File: src/hdl/dicp_consts.svh
// Behaviour
// Per channel mode: disabled, plain input, counter, frequency, rising latch, falling latch.
// Mask bit disables a channel; masked channel reports zero data. The count value is held while masked, not zeroed.
// Invert enable reports the complement of the pin level.
// Noise filter per channel, enabled or bypassed, rejects short glitches.
// Filter accepts low or high only after programmed width in 0.1 ms steps.
// Counter mode counts pulses into a readable count value.
// Counter start and stop commands; stopped counter ignores pulses.
// Counter reset command returns the count to zero.
// Retain option keeps count over power loss and resumes from it.
// Without retain option, count clears to zero at power-up.
// Frequency mode on plain input channels gives readable frequency value. The FREQ register holds the period count in timebase ticks, not a frequency.
// Precision setting selects measurement arrangement for frequency range.
// Frequency forced to zero when no pulse within value-reset time, 0.1 s units.
// Rising latch holds status high until clear returns it low.
// Falling latch holds status low until clear returns it high.
// Order is invert, then filter, then mode logic.
// Counter adds one per rising edge while running; wraps at full width.
// Frequency from period between rising edges against a fixed timebase.
`ifndef DICP_CONSTS_SVH
`define DICP_CONSTS_SVH

// ----------------------------------------
// Sizes and timing
// ----------------------------------------
`define DICP_NCH 2
`define DICP_CLK_MHZ 125
`define DICP_FILT_STEP_US 100
`define DICP_FILT_STEP_CYC (`DICP_FILT_STEP_US * `DICP_CLK_MHZ)
`define DICP_VRST_STEP_MS 100
`define DICP_VRST_STEP_TICKS (`DICP_VRST_STEP_MS * 10)
`define DICP_FAST_TB_CYC 125
`define DICP_SLOW_TB_CYC 12500

// ----------------------------------------
// Register map, byte offsets
// ----------------------------------------
`define DICP_OFF_CTRL0 8'h00
`define DICP_OFF_CTRL1 8'h04
`define DICP_OFF_FILT0 8'h08
`define DICP_OFF_FILT1 8'h0C
`define DICP_OFF_CMD 8'h10
`define DICP_OFF_STAT 8'h14
`define DICP_OFF_CNT0 8'h18
`define DICP_OFF_CNT1 8'h1C
`define DICP_OFF_FREQ0 8'h20
`define DICP_OFF_FREQ1 8'h24
`define DICP_OFF_IRQ_ST 8'h28
`define DICP_OFF_IRQ_MSK 8'h2C
`define DICP_OFF_VRST 8'h30

// ----------------------------------------
// Field positions
// ----------------------------------------
`define DICP_CTRL_MODE_LSB 0
`define DICP_CTRL_MASK_BIT 4
`define DICP_CTRL_INV_BIT 5
`define DICP_CTRL_FILT_BIT 6
`define DICP_CTRL_RET_BIT 7
`define DICP_CTRL_PREC_BIT 8
`define DICP_CMD_START_LSB 0
`define DICP_CMD_STOP_LSB 2
`define DICP_CMD_CRST_LSB 4
`define DICP_CMD_LCLR_LSB 6

// ----------------------------------------
// Reset values
// ----------------------------------------
`define DICP_CTRL_RST 32'h0000_0001
`define DICP_FILT_RST 32'h0001_0001
`define DICP_VRST_RST 16'h000A

`endif

File: src/hdl/dicp_pkg.sv
package dicp_pkg;
    typedef enum logic [2:0] {
        DICP_MODE_OFF = 3'b000,
        DICP_MODE_DI = 3'b001,
        DICP_MODE_CNT = 3'b010,
        DICP_MODE_FREQ = 3'b011,
        DICP_MODE_LH = 3'b100,
        DICP_MODE_HL = 3'b101
    } dicp_mode_e;

    typedef struct packed {
        logic [22:0] rsv;
        logic prec;
        logic retain;
        logic filt_en;
        logic invert;
        logic mask;
        logic [0:0] rsv2;
        dicp_mode_e mode;
    } dicp_ctrl_s;

    typedef struct packed {
        logic [15:0] hi_w;
        logic [15:0] lo_w;
    } dicp_filt_s;
endpackage

File: src/hdl/dicp_top.sv
// The implementer's own choices: the register addresses and the AXI4-Lite register port.
`include "dicp_consts.svh"
`timescale 1ns/100ps
`default_nettype none
module dicp_top (
    input wire logic i_clk,
    input wire logic i_rst_b,
    input wire logic i_por,
    input wire logic [1:0] i_din,
    input wire logic [7:0] s_axi_awaddr,
    input wire logic s_axi_awvalid,
    output logic s_axi_awready,
    input wire logic [31:0] s_axi_wdata,
    input wire logic [3:0] s_axi_wstrb,
    input wire logic s_axi_wvalid,
    output logic s_axi_wready,
    output logic [1:0] s_axi_bresp,
    output logic s_axi_bvalid,
    input wire logic s_axi_bready,
    input wire logic [7:0] s_axi_araddr,
    input wire logic s_axi_arvalid,
    output logic s_axi_arready,
    output logic [31:0] s_axi_rdata,
    output logic [1:0] s_axi_rresp,
    output logic s_axi_rvalid,
    input wire logic s_axi_rready,
    output logic [1:0] o_status,
    output logic o_irq
);
    localparam int NCH = `DICP_NCH;

    // ----------------------------------------
    // Bus slave
    // ----------------------------------------
    logic [7:0] aw_reg;
    logic aw_have_reg;
    logic [31:0] wd_reg;
    logic [3:0] ws_reg;
    logic wd_have_reg;
    logic wr_go;
    dicp_pkg::dicp_ctrl_s ctrl_reg [NCH];
    dicp_pkg::dicp_filt_s filt_reg [NCH];
    logic [15:0] vrst_reg;
    logic [1:0] irq_st_reg;
    logic [1:0] irq_msk_reg;
    logic [31:0] cnt_reg [NCH];
    logic [31:0] freq_reg [NCH];
    logic [1:0] stat_reg;
    logic [1:0] run_reg;
    logic [1:0] ev;

    function automatic logic [31:0] wmerge(input logic [31:0] old, input logic [31:0] nw,
                                           input logic [3:0] st);
        logic [31:0] r;
        r = old;
        for (int b = 0; b < 4; b++) begin
            if (st[b]) begin
                r[b*8 +: 8] = nw[b*8 +: 8];
            end
        end
        return r;
    endfunction

    assign s_axi_awready = !aw_have_reg && !s_axi_bvalid;
    assign s_axi_wready = !wd_have_reg && !s_axi_bvalid;
    assign wr_go = aw_have_reg && wd_have_reg && !s_axi_bvalid;
    assign s_axi_bresp = 2'h0;
    assign s_axi_rresp = 2'h0;
    assign s_axi_arready = !s_axi_rvalid;

    always_ff @(posedge i_clk) begin
        if (!i_rst_b) begin
            aw_have_reg <= 1'b0;
            wd_have_reg <= 1'b0;
            aw_reg <= 8'h00;
            wd_reg <= 32'h0000_0000;
            ws_reg <= 4'h0;
            s_axi_bvalid <= 1'b0;
        end else begin
            if (s_axi_awvalid && s_axi_awready) begin
                aw_reg <= s_axi_awaddr;
                aw_have_reg <= 1'b1;
            end
            if (s_axi_wvalid && s_axi_wready) begin
                wd_reg <= s_axi_wdata;
                ws_reg <= s_axi_wstrb;
                wd_have_reg <= 1'b1;
            end
            if (wr_go) begin
                aw_have_reg <= 1'b0;
                wd_have_reg <= 1'b0;
                s_axi_bvalid <= 1'b1;
            end else if (s_axi_bready) begin
                s_axi_bvalid <= 1'b0;
            end
        end
    end

    logic wsel_cmd, wsel_irq;
    logic [31:0] cmd_w;
    assign wsel_cmd = wr_go && aw_reg == `DICP_OFF_CMD;
    assign wsel_irq = wr_go && aw_reg == `DICP_OFF_IRQ_ST;
    assign cmd_w = wsel_cmd ? wmerge(32'h0000_0000, wd_reg, ws_reg) : 32'h0000_0000;

    always_ff @(posedge i_clk) begin
        if (!i_rst_b) begin
            ctrl_reg[0] <= `DICP_CTRL_RST;
            ctrl_reg[1] <= `DICP_CTRL_RST;
            filt_reg[0] <= `DICP_FILT_RST;
            filt_reg[1] <= `DICP_FILT_RST;
            vrst_reg <= `DICP_VRST_RST;
            irq_msk_reg <= 2'h0;
        end else if (wr_go) begin
            case (aw_reg)
                `DICP_OFF_CTRL0: ctrl_reg[0] <= wmerge(ctrl_reg[0], wd_reg, ws_reg) & 32'h0000_01F7;
                `DICP_OFF_CTRL1: ctrl_reg[1] <= wmerge(ctrl_reg[1], wd_reg, ws_reg) & 32'h0000_01F7;
                `DICP_OFF_FILT0: filt_reg[0] <= wmerge(filt_reg[0], wd_reg, ws_reg);
                `DICP_OFF_FILT1: filt_reg[1] <= wmerge(filt_reg[1], wd_reg, ws_reg);
                `DICP_OFF_VRST: vrst_reg <= 16'(wmerge({16'h0000, vrst_reg}, wd_reg, ws_reg));
                `DICP_OFF_IRQ_MSK: irq_msk_reg <= wd_reg[1:0];
                default: ;
            endcase
        end
    end

    // Set wins over write-one-to-clear
    always_ff @(posedge i_clk) begin
        if (!i_rst_b) begin
            irq_st_reg <= 2'h0;
        end else begin
            irq_st_reg <= (irq_st_reg & ~(wsel_irq ? wd_reg[1:0] : 2'h0)) | ev;
        end
    end
    assign o_irq = |(irq_st_reg & irq_msk_reg);

    always_ff @(posedge i_clk) begin
        if (!i_rst_b) begin
            s_axi_rvalid <= 1'b0;
            s_axi_rdata <= 32'h0000_0000;
        end else if (s_axi_arvalid && s_axi_arready) begin
            s_axi_rvalid <= 1'b1;
            case (s_axi_araddr)
                `DICP_OFF_CTRL0: s_axi_rdata <= ctrl_reg[0];
                `DICP_OFF_CTRL1: s_axi_rdata <= ctrl_reg[1];
                `DICP_OFF_FILT0: s_axi_rdata <= filt_reg[0];
                `DICP_OFF_FILT1: s_axi_rdata <= filt_reg[1];
                `DICP_OFF_STAT: s_axi_rdata <= {26'h0, run_reg, 2'h0, stat_reg};
                `DICP_OFF_CNT0: s_axi_rdata <= cnt_reg[0];
                `DICP_OFF_CNT1: s_axi_rdata <= cnt_reg[1];
                `DICP_OFF_FREQ0: s_axi_rdata <= freq_reg[0];
                `DICP_OFF_FREQ1: s_axi_rdata <= freq_reg[1];
                `DICP_OFF_IRQ_ST: s_axi_rdata <= {30'h0, irq_st_reg};
                `DICP_OFF_IRQ_MSK: s_axi_rdata <= {30'h0, irq_msk_reg};
                `DICP_OFF_VRST: s_axi_rdata <= {16'h0, vrst_reg};
                default: s_axi_rdata <= 32'h0000_0000;
            endcase
        end else if (s_axi_rready) begin
            s_axi_rvalid <= 1'b0;
        end
    end

    // ----------------------------------------
    // Shared timebases
    // ----------------------------------------
    logic [15:0] step_div_reg;
    logic step_en;
    logic [6:0] fast_div_reg;
    logic fast_en;
    logic [9:0] ms_div_reg;
    logic [13:0] slow_div_reg;
    logic slow_en;
    logic vrst_tick;
    assign step_en = step_div_reg == 16'(`DICP_FILT_STEP_CYC - 1);
    assign fast_en = fast_div_reg == 7'(`DICP_FAST_TB_CYC - 1);
    assign slow_en = slow_div_reg == 14'(`DICP_SLOW_TB_CYC - 1);
    assign vrst_tick = slow_en && ms_div_reg == 10'(`DICP_VRST_STEP_TICKS - 1);

    always_ff @(posedge i_clk) begin
        if (!i_rst_b) begin
            step_div_reg <= 16'h0000;
            fast_div_reg <= 7'h00;
            slow_div_reg <= 14'h0000;
            ms_div_reg <= 10'h000;
        end else begin
            step_div_reg <= step_en ? 16'h0000 : step_div_reg + 16'h0001;
            fast_div_reg <= fast_en ? 7'h00 : fast_div_reg + 7'h01;
            slow_div_reg <= slow_en ? 14'h0000 : slow_div_reg + 14'h0001;
            if (slow_en) begin
                ms_div_reg <= vrst_tick ? 10'h000 : ms_div_reg + 10'h001;
            end
        end
    end

    // ----------------------------------------
    // Channels
    // ----------------------------------------
    logic [15:0] fcnt_reg [NCH];
    logic [1:0] filt_lvl_reg;
    logic [1:0] prev_reg;
    logic [31:0] per_reg [NCH];
    logic [1:0] per_ok_reg;
    logic [15:0] idle_reg [NCH];
    logic [1:0] cond;
    logic [1:0] rise;
    logic [1:0] fall;
    logic [1:0] was_retained_reg;

    for (genvar c = 0; c < NCH; c++) begin : g_ch
        logic raw;
        logic en;
        logic tb;
        dicp_pkg::dicp_mode_e md;
        assign md = ctrl_reg[c].mode;
        assign en = !ctrl_reg[c].mask && md != dicp_pkg::DICP_MODE_OFF;
        assign raw = i_din[c] ^ ctrl_reg[c].invert;
        assign cond[c] = ctrl_reg[c].filt_en ? filt_lvl_reg[c] : raw;
        assign rise[c] = cond[c] && !prev_reg[c];
        assign fall[c] = !cond[c] && prev_reg[c];
        assign tb = ctrl_reg[c].prec ? fast_en : slow_en;
        assign ev[c] = en && ((md == dicp_pkg::DICP_MODE_LH && rise[c] && !stat_reg[c]) ||
                              (md == dicp_pkg::DICP_MODE_HL && fall[c] && stat_reg[c]));

        // Width counter restarts whenever raw agrees with accepted level
        always_ff @(posedge i_clk) begin
            if (!i_rst_b) begin
                fcnt_reg[c] <= 16'h0000;
                filt_lvl_reg[c] <= 1'b0;
            end else if (raw == filt_lvl_reg[c]) begin
                fcnt_reg[c] <= 16'h0000;
            end else if (step_en) begin
                if (fcnt_reg[c] + 16'h0001 >=
                    (raw ? filt_reg[c].hi_w : filt_reg[c].lo_w)) begin
                    filt_lvl_reg[c] <= raw;
                    fcnt_reg[c] <= 16'h0000;
                end else begin
                    fcnt_reg[c] <= fcnt_reg[c] + 16'h0001;
                end
            end
        end

        always_ff @(posedge i_clk) begin
            if (!i_rst_b) begin
                prev_reg[c] <= 1'b0;
            end else begin
                prev_reg[c] <= cond[c];
            end
        end

        // Count held on warm reset; i_por marks power-up after power loss
        always_ff @(posedge i_clk) begin
            if (i_por && !ctrl_reg[c].retain) begin
                cnt_reg[c] <= 32'h0000_0000;
            end else if (!i_rst_b || i_por) begin
                cnt_reg[c] <= cnt_reg[c];
            end else if (cmd_w[`DICP_CMD_CRST_LSB + c]) begin
                cnt_reg[c] <= 32'h0000_0000;
            end else if (en && md == dicp_pkg::DICP_MODE_CNT && run_reg[c] && rise[c]) begin
                cnt_reg[c] <= cnt_reg[c] + 32'h0000_0001;
            end
        end

        always_ff @(posedge i_clk) begin
            if (!i_rst_b) begin
                run_reg[c] <= 1'b0;
            end else if (cmd_w[`DICP_CMD_STOP_LSB + c]) begin
                run_reg[c] <= 1'b0;
            end else if (cmd_w[`DICP_CMD_START_LSB + c]) begin
                run_reg[c] <= 1'b1;
            end
        end

        always_ff @(posedge i_clk) begin
            if (!i_rst_b || !en || md != dicp_pkg::DICP_MODE_FREQ) begin
                per_reg[c] <= 32'h0000_0000;
                per_ok_reg[c] <= 1'b0;
                idle_reg[c] <= 16'h0000;
                freq_reg[c] <= 32'h0000_0000;
            end else begin
                if (rise[c]) begin
                    per_reg[c] <= 32'h0000_0000;
                    per_ok_reg[c] <= 1'b1;
                    idle_reg[c] <= 16'h0000;
                    if (per_ok_reg[c] && per_reg[c] != 32'h0000_0000) begin
                        freq_reg[c] <= per_reg[c];
                    end
                end else begin
                    if (tb && per_reg[c] != 32'hFFFF_FFFF) begin
                        per_reg[c] <= per_reg[c] + 32'h0000_0001;
                    end
                    if (vrst_tick) begin
                        if (idle_reg[c] + 16'h0001 >= vrst_reg) begin
                            freq_reg[c] <= 32'h0000_0000;
                            per_ok_reg[c] <= 1'b0;
                        end else begin
                            idle_reg[c] <= idle_reg[c] + 16'h0001;
                        end
                    end
                end
            end
        end

        always_ff @(posedge i_clk) begin
            if (!i_rst_b || !en) begin
                stat_reg[c] <= 1'b0;
            end else begin
                case (md)
                    dicp_pkg::DICP_MODE_LH: begin
                        if (rise[c]) begin
                            stat_reg[c] <= 1'b1;
                        end else if (cmd_w[`DICP_CMD_LCLR_LSB + c]) begin
                            stat_reg[c] <= 1'b0;
                        end
                    end
                    dicp_pkg::DICP_MODE_HL: begin
                        if (fall[c] && was_retained_reg[c]) begin
                            stat_reg[c] <= 1'b0;
                        end else if (cmd_w[`DICP_CMD_LCLR_LSB + c] || !was_retained_reg[c]) begin
                            stat_reg[c] <= 1'b1;
                        end
                    end
                    default: stat_reg[c] <= cond[c];
                endcase
            end
        end

        // Falling latch starts from high on first cycle in its mode
        always_ff @(posedge i_clk) begin
            if (!i_rst_b || !en || md != dicp_pkg::DICP_MODE_HL) begin
                was_retained_reg[c] <= 1'b0;
            end else begin
                was_retained_reg[c] <= 1'b1;
            end
        end
    end

    always_ff @(posedge i_clk) begin
        if (!i_rst_b) begin
            o_status <= 2'h0;
        end else begin
            o_status <= stat_reg;
        end
    end
endmodule
`default_nettype wire

File: config.mk
export PLATFORM = sky130hd
export DESIGN_NAME = dicp_top
export DESIGN_NICKNAME = d
export VERILOG_FILES = /design/src/hdl/dicp_pkg.sv /design/src/hdl/dicp_top.sv
export VERILOG_INCLUDE_DIRS = /design/src /design/src/hdl
export SDC_FILE = /design/constraint.sdc
export NUM_CORES = 1
export LEC_CHECK = 0
export BUFFER_PORTS_ARGS = -buffer_cell sky130_fd_sc_hd__buf_2
export CAP_MARGIN = 10
export CORE_MARGIN = 2
export CORE_UTILIZATION = 45
export DETAILED_ROUTE_END_ITERATION = 7
export PLACE_DENSITY = 0.58
export SYNTH_ARGS = -nofsm -noshare
export SYNTH_HDL_FRONTEND = slang
export SYNTH_SLANG_ARGS = --single-unit
File: constraint.sdc
create_clock -name i_clk -period 4 [get_ports i_clk]
set_input_delay 0.6 -clock i_clk [delete_from_list [all_inputs] [get_ports i_clk]]
set_output_delay 0.6 -clock i_clk [all_outputs]
set_load 0.02 [all_outputs]
==> run metrics <==
Hold Crit Depth=2; Synth warnings=0; routing usage on met3=between 3 and 4%; CTS tree=built; busiest grt layer=met2; Die Width=240.2 µm; Avg Cell Area, Syn=10.42 µm²; multiplexer share of the synthesized area=2.786%; initial antenna violation count=0; Post-Synth Adder-Cell Area=under 10%; Final Wtd Congestion=roughly 0.95; worst r2r path cells=13; Hold Crit Start=s_axi_rready; Leak=10.60 nW; synthesized area=25,110 µm²; CTS HTree Levels=2; Routed WL per cell=21.43 µm; vias in the first global route=17,800; combinational share of power=5.7%; MaxCap Viol Count=0; endpoint type of the worst setup path=flip-flop; clk buf depth=3; Multi-input gate area=approximately 11,000 µm²; Slew headroom=a little over a fifth; Final Cycle Share=89.44%; EDFF count, synth=between 300 and 400; DR iter-0 viols=about 1,800; Internal=0.008911 W; pin count of the biggest net entering global routing=74; Synth Area in XOR/XNOR=7.640%; Async S/R FF share, synth=0%; type of origin of the critical path=flip-flop; DRC violations left=0; worst skew pair latency=0.62 ns; crit path DAT=4.05 ns; FP Rows=86; ANT cells=0; min-delay worst type=in -> reg; cells after synthesis=2,409; met2 global-route usage=approximately 40%; Synth Area in Simple Gates=21.29%; # Post-CTS Setup Buffers=0; power density over the cells=between 400 and 500 nW/µm²; largest family of logic cells by synthesized area=simple AND/OR/NAND/NOR gates; Seq/Total Area, Yosys=53.03%; switching pwr=0.002724 W; ys flop type=edfxtp_1; die height=240.2 µm; R2R setup slack=0.42 ns; Hold Crit Endpoint=s_axi_rvalid; die area=just under 60,000 µm²; GRT overflow=0; Core Area=55,090 µm²; Pins Over Slew Limit=0; Synth cell types=69; Switching Share=roughly a quarter; setup repair after global routing missed its margin=no; Storage cell area=13,310 µm²; via count=roughly 19,000; All-Layer GR Usage=24.37%; actual slew at the worst max-slew pin=1.174 ns; first-pass GRT wire length=106.5 mm; Via density=around 5.7; CP Launch Point=fcnt_reg[0][0]; endpoints failing setup=0; P&R area growth vs syn=13.18%; sum of negative setup slack=0 ns; DP Wirelength=53.28 mm; root buffer cell=clkbuf_16; total wire length=71.02 mm; Compound-Gate Fraction of Synth Area=approximately 9.0%; Initial Util=between 40% and 50%; Seq cells post-synth=497; Clk pin slew, worst setup/hold paths=0.06 ns; Pre-antenna DRT Iters=6; reg2reg start=fcnt_reg[0][0]; final net count=2,661; largest fanout on the critical path=16; CTS Buf Count=55; Clock Sinks=497; capture point of the worst reg-to-reg path=fcnt_reg[0][2]; Ports=106; cts hold-fix bufs=0; Fin. Hold Viols=0; FILL cells=5,058; ANT nets after route=0; Util after Layout=51.58%; Worst Path Class, Setup=reg -> reg; Port Buf Inserts=101; Required @ worst endpoint=4.47 ns; f_max=279.5 MHz; register share of total power=49.9%; min Tclk post-route=3.577 ns; Clk pwr share=between 40 and 50%; met1 usage=between 30% and 40%; worst vdd ir=306.7 µV; status=completed; share of layout cells above drive strength 1=11.15%; worst clock skew=between 0.015 and 0.02 ns
critical path: stages, from the launching register on:
cell	delay [ns]
edfxtp_1	0.42
ha_1	0.21
nand3_1	0.11
or2_2	0.35
nor2_1	0.24
nand3_1	0.14
xnor2_1	0.24
ha_1	0.28
and4_1	0.19
a31oi_1	0.17
o21ai_0	0.14
or3_1	0.37
or3_4	0.44
nor2b_1	0.14
cells in the mapped netlist, types with 7 or more instances:
| master | instances | area, µm² |
|---|---|---|
| a22oi_1 | 51 | 382.9 |
| buf_1 | 7 | 26.28 |
| a22o_1 | 23 | 201.4 |
| a21oi_1 | 102 | 510.5 |
| xnor2_1 | 105 | 919.6 |
| nor3_1 | 41 | 205.2 |
| nor2b_1 | 65 | 406.6 |
| xor2_1 | 114 | 998.5 |
| and3_1 | 50 | 312.8 |
| inv_1 | 49 | 183.9 |
| mux2_2 | 9 | 101.4 |
| o21a_1 | 12 | 90.09 |
| o22ai_1 | 16 | 100.1 |
| edfxtp_1 | 336 | 10090 |
| buf_2 | 9 | 45.04 |
| dfxtp_1 | 161 | 3223 |
| and4_1 | 25 | 219.0 |
| a21o_1 | 17 | 127.6 |
| clkbuf_1 | 72 | 270.3 |
| ha_1 | 79 | 988.5 |
| nor4_1 | 22 | 137.6 |
| nor4b_1 | 7 | 61.31 |
| mux2i_1 | 53 | 530.5 |
| nand2b_1 | 9 | 56.30 |
| a211oi_1 | 13 | 97.59 |
| nor2_4 | 7 | 78.83 |
| nand4_1 | 50 | 312.8 |
| or3_1 | 14 | 87.58 |
| o21ai_0 | 55 | 275.3 |
| a222oi_1 | 14 | 140.1 |
| nor2_1 | 277 | 1040 |
| nand2_1 | 255 | 957.2 |
| and2_1 | 103 | 644.4 |
| nand3_1 | 98 | 490.5 |
layout by cell type, fill, tap and decap left out, drive strengths merged, types with 14 or more instances in the layout:
cell type / count
and4: 25
o21ai: 55
ha: 79
and3: 50
nor4: 22
a21o: 17
a22oi: 51
a222oi: 14
mux2i: 53
xnor2: 105
nand2: 255
edfxtp: 336
dfxtp: 161
o22ai: 16
clkbuf: 76
and2: 105
nor2: 288
nor3: 41
buf: 145
nand3: 98
xor2: 114
inv: 53
a22o: 23
nand4: 50
or3: 14
nor2b: 65
a21oi: 102
clkinv: 17
what timing repair did:
| action | CTS | global route |
|---|---|---|
| endpoints found under the hold margin | 0 | 0 |
| gates resized for setup | 0 | 1 |
| endpoints found under the setup margin | 0 | 9 |
layout make-up:
cell class | instances | area share (%)
sequential | 497 | 46.85
multi-input combinational | 1772 | 39.72
clock buffer | 76 | 5.597
tap | 748 | 3.294
timing repair buffer | 145 | 2.955
clock inverter | 27 | 0.9335
inverter | 49 | 0.6473
kinds of logic (layout without fill, tap and decap cells):
kind of cell,after synthesis,in the layout
multiplexers,65,65
AO/OA/AOI/OAI,343,343
other,1,4
adder cells (fa/ha/maj),79,79
XOR/XNOR,219,219
AND/OR/NAND/NOR,1062,1062
flip-flops,497,497
buffers and inverters,143,297
power by group through the flow:
stage	logic, W	registers (W)	clock network [W]
after floorplan	0.000447	0.00582	0
after global placement	0.000641	0.00590	0
after detailed placement	0.000654	0.00591	0
after CTS	0.000659	0.00580	0.00527
after global routing	0.000724	0.00581	0.00546
final	0.000660	0.00580	0.00517
worst max path at each step:
stage	endpoint	slack (ns)
final	fcnt_reg[0][2]	0.42
after global routing	fcnt_reg[1][15]	0.16
after CTS	fcnt_reg[0][14]	0.25
after detailed placement	fcnt_reg[0][5]	0.29
after global placement	fcnt_reg[0][14]	0.32
after floorplan	freq_reg[0][0]	0.34
metrics by stage:
step                total power (W)  setup WS, ns  std cells  hold WS (ns)  area, µm²
floorplan                  0.006270        0.3425       2412        0.4297      25120
global placement           0.006544        0.3217       3210        0.4316      26540
detailed placement         0.006559        0.2885       3210        0.4340      26540
CTS                         0.01173        0.2506       3313        0.1309      28400
global route                0.01200        0.1595       3314        0.1468      28410
finish                      0.01164        0.4226       3314        0.1651      28410
routing by layer:
metal / up-vias / share of wire (%)
met1: 9118 / 44
met3: 144 / 5.3
met2: 564 / 47
met4: 0 / 4.0
met5: - / 0
li1: 8911 / -
Power figures use the tool's default switching activity.
